File: src/logic/mdc_pkg.sv
package mdc_pkg;

  // ==========================================================
  // sizes
  localparam int NUM_CH     = 8;
  localparam int EXT_CH     = 4;
  localparam int PERIPH_SRC = 18;
  localparam int CNT_W      = 24;
  localparam int ADDR_W     = 32;

  // ==========================================================
  // register offsets (byte addresses)
  localparam logic [7:0] OFS_SRC   = 8'h00;  // per channel, plus ch * 0x10
  localparam logic [7:0] OFS_DST   = 8'h04;
  localparam logic [7:0] OFS_CNT   = 8'h08;
  localparam logic [7:0] OFS_CTL   = 8'h0c;
  localparam logic [7:0] OFS_OP    = 8'h80;
  localparam logic [7:0] OFS_STAT  = 8'h84;
  localparam logic [7:0] OFS_MASK  = 8'h88;
  localparam logic [7:0] OFS_STATE = 8'h8c;
  localparam int         OP_EN_BIT = 0;
  localparam int         OP_RR_BIT = 1;
  localparam int         STAT_END  = 8;      // end flags sit above half flags

  // ==========================================================
  // peripheral request sources
  localparam int SRC_SERIAL_FIFO = 0;        // 8 sources
  localparam int SRC_I2C         = 8;        // 2 sources
  localparam int SRC_ADC         = 10;       // 1 source
  localparam int SRC_MFT         = 11;       // 5 sources
  localparam int SRC_CMT         = 16;       // 2 sources

  // ==========================================================
  // field encodings
  localparam logic [1:0] TRIG_AUTO   = 2'h0;
  localparam logic [1:0] TRIG_EXT    = 2'h1;
  localparam logic [1:0] TRIG_PERIPH = 2'h2;
  localparam logic [1:0] SZ_BYTE     = 2'h0;
  localparam logic [1:0] SZ_WORD     = 2'h1;
  localparam logic [1:0] SZ_LONG     = 2'h2;
  localparam logic [1:0] SZ_16B      = 2'h3;
  localparam logic [1:0] DET_LOW     = 2'h0;
  localparam logic [1:0] DET_HIGH    = 2'h1;
  localparam logic [1:0] DET_RISE    = 2'h2;
  localparam logic [1:0] DET_FALL    = 2'h3;
  localparam logic [1:0] LAST_BEAT   = 2'h3;
  localparam logic [3:0] PIN_RESET   = 4'hf; // pins idle high with polarity 0

  // ==========================================================
  // types
  typedef struct packed {
    logic       done;
    logic [9:0] rsv;
    logic [4:0] psel;
    logic       end_pol;
    logic       ack_pol;
    logic [1:0] detect;
    logic       ie_end;
    logic       ie_half;
    logic       single;
    logic       burst;
    logic [1:0] trig;
    logic [1:0] size;
    logic       dinc;
    logic       sinc;
    logic       rsv0;
    logic       en;
  } mdc_ctl_type;

  typedef struct packed {
    logic              req;
    logic              we;
    logic [1:0]        size;
    logic [ADDR_W-1:0] addr;
    logic [31:0]       wdata;
  } mdc_bus_type;

  typedef enum logic [2:0] {ST_IDLE, ST_REQBUS, ST_READ, ST_WRITE, ST_NEXT} mdc_state_type;

  // bytes moved by one unit
  function automatic logic [31:0] mdc_unit_bytes(input logic [1:0] size);
    case (size)
      SZ_BYTE: mdc_unit_bytes = 32'h1;
      SZ_WORD: mdc_unit_bytes = 32'h2;
      SZ_LONG: mdc_unit_bytes = 32'h4;
      default: mdc_unit_bytes = 32'h10;
    endcase
  endfunction : mdc_unit_bytes

endpackage : mdc_pkg

File: src/logic/mdc_arbiter.sv
module mdc_arbiter #(
  parameter int NUM   = 8,
  parameter int IDX_W = 3
) (
  // requests
  input  wire logic [NUM-1:0]   req_in,
  input  wire logic             rr_in,
  input  wire logic [IDX_W-1:0] last_in,
  // grant
  output logic                  valid_out,
  output logic [IDX_W-1:0]      idx_out
);

  // ==========================================================
  // search from start, lowest offset wins
  function automatic logic [IDX_W-1:0] pick(input logic [NUM-1:0] req,
                                            input logic [IDX_W-1:0] start);
    logic found;
    int   j;
    found = 1'b0;
    pick  = '0;
    for (int k = 0; k < NUM; k++) begin
      j = (int'(start) + k) % NUM;
      if (!found && req[j]) begin
        pick  = IDX_W'(j);
        found = 1'b1;
      end
    end
  endfunction : pick

  // fixed order starts at channel zero, rotation after the last served
  always_comb begin
    valid_out = |req_in;
    idx_out   = pick(req_in, rr_in ? IDX_W'(last_in + 1'b1) : '0);
  end

endmodule : mdc_arbiter

File: src/logic/mdc_controller.sv
// How it works
// - eight channels, each with own source, destination, count and control
// - only channels zero to three honour the external request pins
// - units of 1, 2, 4 and 16 bytes; 16 bytes is four longwords
// - 24-bit count per channel; zero means 16,777,216 units
// - dual mode reads then writes; single mode one read per beat plus acknowledge
// - trigger by auto request, external pin or on-chip peripheral
// - peripheral selector: 8 serial fifo, 2 i2c, 1 adc, 5 timer, 2 cmt
// - auto request starts once channel and global enable are set
// - per channel cycle-stealing or burst; burst keeps the bus to the end
// - cycle stealing releases the bus after each unit, then re-arbitrates
// - fixed or round-robin channel priority, chosen by software
// - highest ranked requesting channel is granted first
// - a channel runs until its count ends, then stops and flags done
// - interrupt at half and at full count when enabled
// - external request detected by low, high, rising or falling edge
// - acknowledge and end pin polarity set per channel
module mdc_controller (
  // clock and reset
  input  wire logic                          sys_clk_in,
  input  wire logic                          rst_in,
  // register port
  input  wire logic [7:0]                    reg_addr_in,
  input  wire logic [31:0]                   reg_wdata_in,
  input  wire logic                          reg_wr_in,
  input  wire logic                          reg_rd_in,
  output logic      [31:0]                   reg_rdata_out,
  // bus mastership
  output logic                               bus_req_out,
  input  wire logic                          bus_grant_in,
  // memory access
  output mdc_pkg::mdc_bus_type               mem_out,
  input  wire logic [31:0]                   mem_rdata_in,
  input  wire logic                          mem_ack_in,
  // external device pins
  input  wire logic [mdc_pkg::EXT_CH-1:0]    transfer_request_in,
  output logic      [mdc_pkg::EXT_CH-1:0]    request_acknowledge_out,
  output logic      [mdc_pkg::EXT_CH-1:0]    transfer_end_out,
  // peripheral requests
  input  wire logic [mdc_pkg::PERIPH_SRC-1:0] periph_req_in,
  // interrupt
  output logic                               irq_out
);
  import mdc_pkg::*;

  // ==========================================================
  // state
  typedef struct packed {
    mdc_state_type                   st;
    logic [NUM_CH-1:0][ADDR_W-1:0]   src;
    logic [NUM_CH-1:0][ADDR_W-1:0]   dst;
    logic [NUM_CH-1:0][CNT_W-1:0]    cnt;
    logic [NUM_CH-1:0][CNT_W-1:0]    init;
    mdc_ctl_type [NUM_CH-1:0]        ctl;
    logic                            op_en;
    logic                            op_rr;
    logic [2*NUM_CH-1:0]             stat;
    logic [2*NUM_CH-1:0]             mask;
    logic [NUM_CH-1:0]               ext_pend;
    logic [NUM_CH-1:0]               per_pend;
    logic [EXT_CH-1:0]               ext_prev;
    logic [2:0]                      cur;
    logic [2:0]                      last;
    logic [1:0]                      beat;
    logic                            bus_req;
    logic                            irq;
    mdc_bus_type                     mem;
    logic [EXT_CH-1:0]               ack_pin;
    logic [EXT_CH-1:0]               end_pin;
    logic [31:0]                     rdata;
  } mdc_regs_type;

  mdc_regs_type        r;
  mdc_regs_type        n;
  logic [NUM_CH-1:0]   req_vec;
  logic [NUM_CH-1:0]   ext_sel;
  logic                arb_valid;
  logic [2:0]          arb_idx;
  logic                is_ch;
  logic [2:0]          reg_ch;
  logic [7:0]          reg_ofs;
  mdc_ctl_type         cur_ctl;
  logic [CNT_W-1:0]    cur_cnt;
  logic [CNT_W:0]      half_tot;
  logic                end_pulse;
  logic [NUM_CH-1:0]   end_vec;

  // ==========================================================
  // register port decode
  assign is_ch   = ~reg_addr_in[7];
  assign reg_ch  = reg_addr_in[6:4];
  assign reg_ofs = {4'h0, reg_addr_in[3:0]};
  assign cur_ctl = r.ctl[r.cur];
  assign cur_cnt = r.cnt[r.cur];

  // bus access word
  function automatic mdc_bus_type access(input logic we, input logic [ADDR_W-1:0] addr,
                                         input logic [1:0] size, input logic [31:0] wdata);
    access.req   = 1'b1;
    access.we    = we;
    access.size  = (size == SZ_16B) ? SZ_LONG : size;
    access.addr  = addr;
    access.wdata = wdata;
  endfunction : access

  // address of a longword beat inside a unit
  function automatic logic [ADDR_W-1:0] beat_addr(input logic [ADDR_W-1:0] base,
                                                  input logic [1:0] beat);
    beat_addr = base + {28'h0, beat, 2'b00};
  endfunction : beat_addr

  // ==========================================================
  // per channel request qualification
  always_comb begin
    req_vec = '0;
    ext_sel = '0;
    for (int i = 0; i < NUM_CH; i++) begin
      ext_sel[i] = (r.ctl[i].trig == TRIG_EXT);
      if (r.op_en && r.ctl[i].en && !r.ctl[i].done) begin
        case (r.ctl[i].trig)
          TRIG_AUTO: req_vec[i] = 1'b1;
          TRIG_EXT: begin
            if (i < EXT_CH) begin
              case (r.ctl[i].detect)
                DET_LOW:  req_vec[i] = ~transfer_request_in[i % EXT_CH];
                DET_HIGH: req_vec[i] = transfer_request_in[i % EXT_CH];
                default:  req_vec[i] = r.ext_pend[i];
              endcase
            end
          end
          TRIG_PERIPH: req_vec[i] = r.per_pend[i];
          default: req_vec[i] = 1'b0;
        endcase
      end
    end
  end

  // channel priority
  mdc_arbiter #(
    .NUM   (NUM_CH),
    .IDX_W (3)
  ) u_arb (
    .req_in    (req_vec),
    .rr_in     (r.op_rr),
    .last_in   (r.last),
    .valid_out (arb_valid),
    .idx_out   (arb_idx)
  );

  // ==========================================================
  // next state
  always_comb begin
    n          = r;
    n.rdata    = '0;
    end_pulse  = 1'b0;
    end_vec    = '0;
    half_tot   = {(r.init[r.cur] == '0), r.init[r.cur]};
    n.ext_prev = transfer_request_in;

    // software writes
    if (reg_wr_in) begin
      if (is_ch) begin
        case (reg_ofs)
          OFS_SRC: n.src[reg_ch] = reg_wdata_in;
          OFS_DST: n.dst[reg_ch] = reg_wdata_in;
          OFS_CNT: begin
            n.cnt[reg_ch]  = reg_wdata_in[CNT_W-1:0];
            n.init[reg_ch] = reg_wdata_in[CNT_W-1:0];
          end
          OFS_CTL: begin
            n.ctl[reg_ch]      = mdc_ctl_type'(reg_wdata_in);
            n.ctl[reg_ch].done = 1'b0;
          end
          default: ;
        endcase
      end else begin
        case (reg_addr_in)
          OFS_OP: begin
            n.op_en = reg_wdata_in[OP_EN_BIT];
            n.op_rr = reg_wdata_in[OP_RR_BIT];
          end
          OFS_MASK: n.mask = reg_wdata_in[2*NUM_CH-1:0];
          default: ;
        endcase
      end
    end

    // software reads, status clears on read
    if (reg_rd_in) begin
      if (is_ch) begin
        case (reg_ofs)
          OFS_SRC: n.rdata = r.src[reg_ch];
          OFS_DST: n.rdata = r.dst[reg_ch];
          OFS_CNT: n.rdata = {8'h0, r.cnt[reg_ch]};
          OFS_CTL: n.rdata = 32'(r.ctl[reg_ch]);
          default: n.rdata = '0;
        endcase
      end else begin
        case (reg_addr_in)
          OFS_OP:    n.rdata = {30'h0, r.op_rr, r.op_en};
          OFS_STAT: begin
            n.rdata = {16'h0, r.stat};
            n.stat  = '0;
          end
          OFS_MASK:  n.rdata = {16'h0, r.mask};
          OFS_STATE: n.rdata = {25'h0, r.cur, r.bus_req, 3'(r.st)};
          default:   n.rdata = '0;
        endcase
      end
    end

    // transfer sequencer
    case (r.st)
      ST_IDLE: begin
        if (arb_valid) begin
          n.cur     = arb_idx;
          n.beat    = '0;
          n.bus_req = 1'b1;
          n.st      = ST_REQBUS;
        end
      end
      ST_REQBUS: begin
        if (!cur_ctl.en || !r.op_en) begin
          n.bus_req = 1'b0;
          n.st      = ST_IDLE;
        end else if (bus_grant_in && req_vec[r.cur]) begin
          n.beat = '0;
          n.mem  = access(1'b0, r.src[r.cur], cur_ctl.size, 32'h0);
          n.st   = ST_READ;
        end
      end
      ST_READ: begin
        if (mem_ack_in) begin
          n.mem.req = 1'b0;
          if (!cur_ctl.single) begin
            n.mem = access(1'b1, beat_addr(r.dst[r.cur], r.beat), cur_ctl.size, mem_rdata_in);
            n.st  = ST_WRITE;
          end else if (cur_ctl.size == SZ_16B && r.beat != LAST_BEAT) begin
            n.beat = r.beat + 2'h1;
            n.mem  = access(1'b0, beat_addr(r.src[r.cur], n.beat), cur_ctl.size, 32'h0);
          end else begin
            n.st = ST_NEXT;
          end
        end
      end
      ST_WRITE: begin
        if (mem_ack_in) begin
          n.mem.req = 1'b0;
          if (cur_ctl.size == SZ_16B && r.beat != LAST_BEAT) begin
            n.beat = r.beat + 2'h1;
            n.mem  = access(1'b0, beat_addr(r.src[r.cur], n.beat), cur_ctl.size, 32'h0);
            n.st   = ST_READ;
          end else begin
            n.st = ST_NEXT;
          end
        end
      end
      ST_NEXT: begin
        n.cnt[r.cur]      = r.cnt[r.cur] - 24'h1;
        if (cur_ctl.sinc) begin
          n.src[r.cur] = r.src[r.cur] + mdc_unit_bytes(cur_ctl.size);
        end
        if (cur_ctl.dinc) begin
          n.dst[r.cur] = r.dst[r.cur] + mdc_unit_bytes(cur_ctl.size);
        end
        n.ext_pend[r.cur] = 1'b0;
        n.per_pend[r.cur] = 1'b0;
        n.last            = r.cur;
        if ((r.cnt[r.cur] - 24'h1) == half_tot[CNT_W:1] && cur_ctl.ie_half) begin
          n.stat[r.cur] = 1'b1;
        end
        if (r.cnt[r.cur] == 24'h1) begin
          n.ctl[r.cur].en   = 1'b0;
          n.ctl[r.cur].done = 1'b1;
          end_pulse         = 1'b1;
          if (cur_ctl.ie_end) begin
            n.stat[STAT_END + int'(r.cur)] = 1'b1;
          end
          n.bus_req = 1'b0;
          n.st      = ST_IDLE;
        end else if (cur_ctl.burst) begin
          n.st = ST_REQBUS;
        end else begin
          n.bus_req = 1'b0;
          n.st      = ST_IDLE;
        end
      end
      default: begin
        n.bus_req = 1'b0;
        n.mem     = '0;
        n.st      = ST_IDLE;
      end
    endcase

    // request capture after clears, so a new request is kept
    for (int i = 0; i < NUM_CH; i++) begin
      if (i < EXT_CH && r.ctl[i].trig == TRIG_EXT) begin
        if ((r.ctl[i].detect == DET_RISE &&
             transfer_request_in[i % EXT_CH] && !r.ext_prev[i % EXT_CH]) ||
            (r.ctl[i].detect == DET_FALL &&
             !transfer_request_in[i % EXT_CH] && r.ext_prev[i % EXT_CH])) begin
          n.ext_pend[i] = 1'b1;
        end
      end
      if (r.ctl[i].trig == TRIG_PERIPH && int'(r.ctl[i].psel) < PERIPH_SRC) begin
        if (periph_req_in[r.ctl[i].psel]) begin
          n.per_pend[i] = 1'b1;
        end
      end
    end

    // pins with per channel polarity
    end_vec[r.cur] = end_pulse;
    for (int i = 0; i < EXT_CH; i++) begin
      n.ack_pin[i] = (n.mem.req && n.cur == 3'(i)) ~^ n.ctl[i].ack_pol;
      n.end_pin[i] = end_vec[i] ~^ n.ctl[i].end_pol;
    end
    n.irq = |(n.stat & n.mask);
  end

  // registers
  always_ff @(posedge sys_clk_in) begin
    if (rst_in) begin
      r         <= '0;
      r.ack_pin <= PIN_RESET;
      r.end_pin <= PIN_RESET;
    end else begin
      r <= n;
    end
  end

  // outputs
  assign reg_rdata_out           = r.rdata;
  assign bus_req_out             = r.bus_req;
  assign mem_out                 = r.mem;
  assign request_acknowledge_out = r.ack_pin;
  assign transfer_end_out        = r.end_pin;
  assign irq_out                 = r.irq;

  // ==========================================================
  // checks
  property p_ext_ignored;
    @(posedge sys_clk_in) disable iff (rst_in)
    (req_vec & ext_sel & 8'hf0) == 8'h00;
  endproperty
  a_ext_ignored: assert property (p_ext_ignored) else $error("high channel took pin request");

  property p_sixteen;
    @(posedge sys_clk_in) disable iff (rst_in)
    (r.st == ST_WRITE && mem_ack_in && cur_ctl.size == SZ_16B && r.beat != 2'h3)
      |=> (r.st == ST_READ) && (r.beat == $past(r.beat) + 2'h1);
  endproperty
  a_sixteen: assert property (p_sixteen) else $error("16-byte beat did not advance");

  property p_dual_order;
    @(posedge sys_clk_in) disable iff (rst_in)
    $rose(mem_out.req && mem_out.we) |-> ($past(r.st) == ST_READ);
  endproperty
  a_dual_order: assert property (p_dual_order) else $error("write without prior read");

  property p_auto;
    @(posedge sys_clk_in) disable iff (rst_in)
    (r.st == ST_IDLE && r.op_en && r.ctl[0].en && !r.ctl[0].done &&
     r.ctl[0].trig == TRIG_AUTO) |=> bus_req_out;
  endproperty
  a_auto: assert property (p_auto) else $error("auto request missing");

  property p_burst_hold;
    @(posedge sys_clk_in) disable iff (rst_in)
    (r.st == ST_NEXT && cur_ctl.burst && cur_cnt != 24'h1)
      |=> bus_req_out && (r.st == ST_REQBUS);
  endproperty
  a_burst_hold: assert property (p_burst_hold) else $error("burst dropped the bus");

  property p_cs_release;
    @(posedge sys_clk_in) disable iff (rst_in)
    (r.st == ST_NEXT && !cur_ctl.burst) |=> !bus_req_out ##1 (r.st != ST_READ);
  endproperty
  a_cs_release: assert property (p_cs_release) else $error("bus kept in cycle stealing");

  property p_fixed_grant;
    @(posedge sys_clk_in) disable iff (rst_in)
    (r.st == ST_IDLE && !r.op_rr && req_vec[0]) |=> (r.cur == 3'h0);
  endproperty
  a_fixed_grant: assert property (p_fixed_grant) else $error("fixed order not honoured");

  property p_end_stop;
    @(posedge sys_clk_in) disable iff (rst_in)
    (r.st == ST_NEXT && cur_cnt == 24'h1 && !reg_wr_in)
      |=> !cur_ctl.en && cur_ctl.done && (r.st == ST_IDLE);
  endproperty
  a_end_stop: assert property (p_end_stop) else $error("channel did not stop at end");

  property p_end_irq;
    @(posedge sys_clk_in) disable iff (rst_in)
    (r.st == ST_NEXT && cur_cnt == 24'h1 && cur_ctl.ie_end && r.mask[{1'b1, r.cur}])
      |=> irq_out;
  endproperty
  a_end_irq: assert property (p_end_irq) else $error("end interrupt missing");

  property p_ack_pol;
    @(posedge sys_clk_in) disable iff (rst_in)
    (mem_out.req && r.cur == 3'h0) |-> (request_acknowledge_out[0] == r.ctl[0].ack_pol);
  endproperty
  a_ack_pol: assert property (p_ack_pol) else $error("acknowledge polarity wrong");

  property p_count_step;
    @(posedge sys_clk_in) disable iff (rst_in)
    (r.st == ST_NEXT && !reg_wr_in) |=> (cur_cnt == $past(cur_cnt) - 24'h1);
  endproperty
  a_count_step: assert property (p_count_step) else $error("count did not step by one");

endmodule : mdc_controller

File: config.mk
export PLATFORM = sky130hd
export DESIGN_NAME = mdc_controller
export DESIGN_NICKNAME = d
export VERILOG_FILES = /design/src/logic/mdc_pkg.sv /design/src/logic/mdc_arbiter.sv /design/src/logic/mdc_controller.sv
export SDC_FILE = /design/constraint.sdc
export NUM_CORES = 2
export LEC_CHECK = 0
export BUFFER_PORTS_ARGS = -buffer_cell sky130_fd_sc_hd__buf_2
export CAP_MARGIN = 10
export CORE_MARGIN = 4
export CORE_UTILIZATION = 37
export CTS_CLUSTER_DIAMETER = 200
export DETAILED_ROUTE_END_ITERATION = 8
export PLACE_DENSITY = 0.55
export RECOVER_POWER = 100
export SYNTH_ARGS = -nofsm -noshare
export SYNTH_HDL_FRONTEND = slang
export SYNTH_SLANG_ARGS = --single-unit
export TNS_END_PERCENT = 50
File: constraint.sdc
create_clock -name sys_clk_in -period 7.2 [get_ports sys_clk_in]
set_input_delay 1.08 -clock sys_clk_in [delete_from_list [all_inputs] [get_ports sys_clk_in]]
set_output_delay 1.08 -clock sys_clk_in [all_outputs]
set_load 0.05 [all_outputs]
==> impl_metrics.json <==
{
  "run_status": "complete, but fails checks",
  "violations": "max-capacitance violations, max-slew violations",
  "async_flop_share": 0,
  "cts_root_buf": "clkbuf_16",
  "dp.cells": 10600,
  "multi_input_area_um2": 43800,
  "fin_crit_sh": 0.969,
  "core_um2": 200000,
  "setup_slack_ns": 0.223,
  "yosysTopAreaCellShare": 0.357,
  "grt_max_degree": 195,
  "areaGrowthSynthToFinish_pct": 10.4,
  "synth_area_um2": 74300,
  "viasPerCell": 6.56,
  "wl_per_cell_um": 32.1,
  "cts_resized": 0,
  "ys_ff_latch": 1323,
  "final-seq-area_um2": 26500,
  "arrival_ns": 7.72,
  "rsz0062_at_grt": "no",
  "grtUsageTotal": 0.319,
  "initialDrtViolationCount": 10600,
  "crit_path_start_kind": "flip-flop",
  "power_leakage_nw": 27.3,
  "cts.reportedPaths.clkPinSlew_ns": 0.06,
  "htree_levels": 4,
  "die_w_um": 456,
  "start_util": 0.372,
  "ys_seq_area_frac": 0.357,
  "skew_ns": 0.0522,
  "max_freq_ghz": 0.143,
  "cts.sinks": 1323,
  "ir_drop_uv": 202,
  "antenna_found_initial": 24,
  "setup_tns_ns": 0,
  "clockBufferDepth": 3,
  "chipHeight_um": 456,
  "nets": 8191,
  "r2r_setup_slack_ns": 0.22,
  "place.gp.congestion": 0.969,
  "post-route-util": 0.411,
  "relSlewSlack": -1.90,
  "via_count": 71300,
  "tightest_slew_ns": 4.35,
  "drc": 0,
  "synth-main-ff-cell": "dfxtp_1",
  "rows": 164,
  "crit_required_ns": 7.95,
  "critPathKind": "reg2reg",
  "synth.area.top_cells": "dfxtp_1, mux4_2, mux2i_1",
  "yosys_warnings": 0,
  "slew_violations": 1140,
  "stdcell_count": 10900,
  "hpwlAfterDp_um": 220000,
  "routed_wl_um": 348000,
  "die-area_um2": 208000,
  "finalSetupViolCount": 0,
  "clock_latency_ns": 0.87,
  "cts_tree": "built",
  "dr.pass1.iters": 7,
  "preCtsSetupSlack_ns": 1.11,
  "yosys.area.top_type": "dfxtp_1",
  "crit_path_end_kind": "flip-flop",
  "io_buffer_count": 209,
  "fill_cells": 19600,
  "netlist_instances": 8395,
  "synth_edf_count": 0,
  "syn_avg_cell_area_um2": 8.85,
  "final_hold_viol_count": 0,
  "syn-num-nets": 8517,
  "cp_max_fo": 44,
  "numCtsBuffers": 155,
  "ant_nets": 0,
  "cts_setup_buffers": 0,
  "io_pins": 210,
  "synth_cell_types": 92,
  "postCtsHoldBufs": 0,
  "critical_path.startpoint": "r[116]",
  "grt_pass1_vias": 67300,
  "overflow": 0,
  "drive_gt1_frac": 0.155,
  "r2r_start": "r[116]",
  "max_cap_viol_count": 34,
  "power.density_nw_per_um2": 201,
  "hold_path.class": "reg2reg",
  "grt_pass1_wl_um": 493000,
  "period_minus_slack_ns": 6.98
}
## path summary, 6_finish.rpt
| kind | to | cells past startpoint |
|---|---|---|
| min reg2reg | flip-flop | 2 |
| min | flip-flop | 2 |
| max reg2reg | r[168] | 12 |
| max | r[168] | 12 |
## report_power, final
part	internal [W]	switching (W)	total, W
sequential	0.00733	0.0000106	0.00734
clock	0.00488	0.00354	0.00842
combinational	0.000167	0.000520	0.000687
total	0.0124	0.00407	0.0164
## synthesized netlist by cell type (68+ instances only)
master / count
a21oi_1: 593
a211oi_1: 579
buf_4: 125
a311oi_1: 196
o21ai_0: 91
mux2_2: 178
a221oi_1: 95
nand2_1: 1357
nor2_1: 816
nor2b_1: 148
xnor2_1: 91
nand3_1: 112
a22oi_1: 111
o22ai_1: 129
buf_1: 68
mux2i_1: 518
clkbuf_1: 684
xor2_1: 68
mux4_2: 362
dfxtp_1: 1323
## critical path, stage by stage (launching register included)
cell and delay, ns:
dfxtp_4 0.83, buf_4 0.40, inv_1 0.80, clkbuf_1 0.59
a221oi_2 0.70, and2_0 0.25, nand3_1 0.20, or4_1 0.63
nor4_1 1.28, buf_4 0.41, and2_0 0.39, a22oi_1 0.12
nor2_1 0.19
## logic make-up after synthesis
logic type                 Yosys count  synth area share
adders and majority gates           22           0.00411
DFF                               1323             0.357
buffers and inverters              996            0.0586
muxes                             1060             0.207
xor gates and xnor gates           163            0.0199
AOI/OAI and AO/OA                 2085             0.195
and+or+nand+nor                   2746             0.159
## final cells by class
cell class | instances | area share
multi-input cells | 6076 | 0.534
clock inverters | 53 | 0.0101
inverters | 52 | 0.00243
clock buffers | 225 | 0.0554
well taps | 2656 | 0.0405
flip-flops and latches | 1323 | 0.323
diodes | 21 | 0.000641
repair buffers | 461 | 0.0334
## placed cells by master, fill, tap and decap left out, types with 26 or more instances in the layout
cell type | synthesis | final
nand2_1 | 1357 | 1334
dfxtp_1 | 1323 | 1320
nor2_1 | 816 | 777
a21oi_1 | 593 | 593
a211oi_1 | 579 | 579
mux2i_1 | 518 | 517
mux4_2 | 362 | 362
a311oi_1 | 196 | 196
buf_4 | 125 | 189
clkbuf_1 | 684 | 188
mux2_2 | 178 | 177
clkbuf_16 | 0 | 157
nor2b_1 | 148 | 141
o22ai_1 | 129 | 128
nand3_1 | 112 | 112
a22oi_1 | 111 | 111
a221oi_1 | 95 | 95
buf_2 | 57 | 95
o21ai_0 | 91 | 91
xnor2_1 | 91 | 91
xor2_1 | 68 | 68
a31o_2 | 57 | 57
inv_1 | 49 | 49
nor3_1 | 53 | 47
nand2b_1 | 43 | 43
clkbuf_8 | 0 | 37
a22o_1 | 26 | 26
## routing by layer
metal	routed length, um	global-route usage	up-vias
li1	-	-	30100
met1	128000	0.397	34900
met2	150000	0.477	5076
met5	66	0	-
met3	41000	0.0858	1254
met4	29300	0.230	10
## per-stage QoR
stage,area (um^2),power [W],hold slack (ns)
after floorplan,74300,0.00789,0.433
after global placement,77000,0.00816,0.439
after detailed placement,77000,0.00817,0.444
after CTS,82300,0.0165,0.444
after global routing,81900,0.0168,0.468
final,82000,0.0164,0.453
Power figures use the tool's default switching activity.
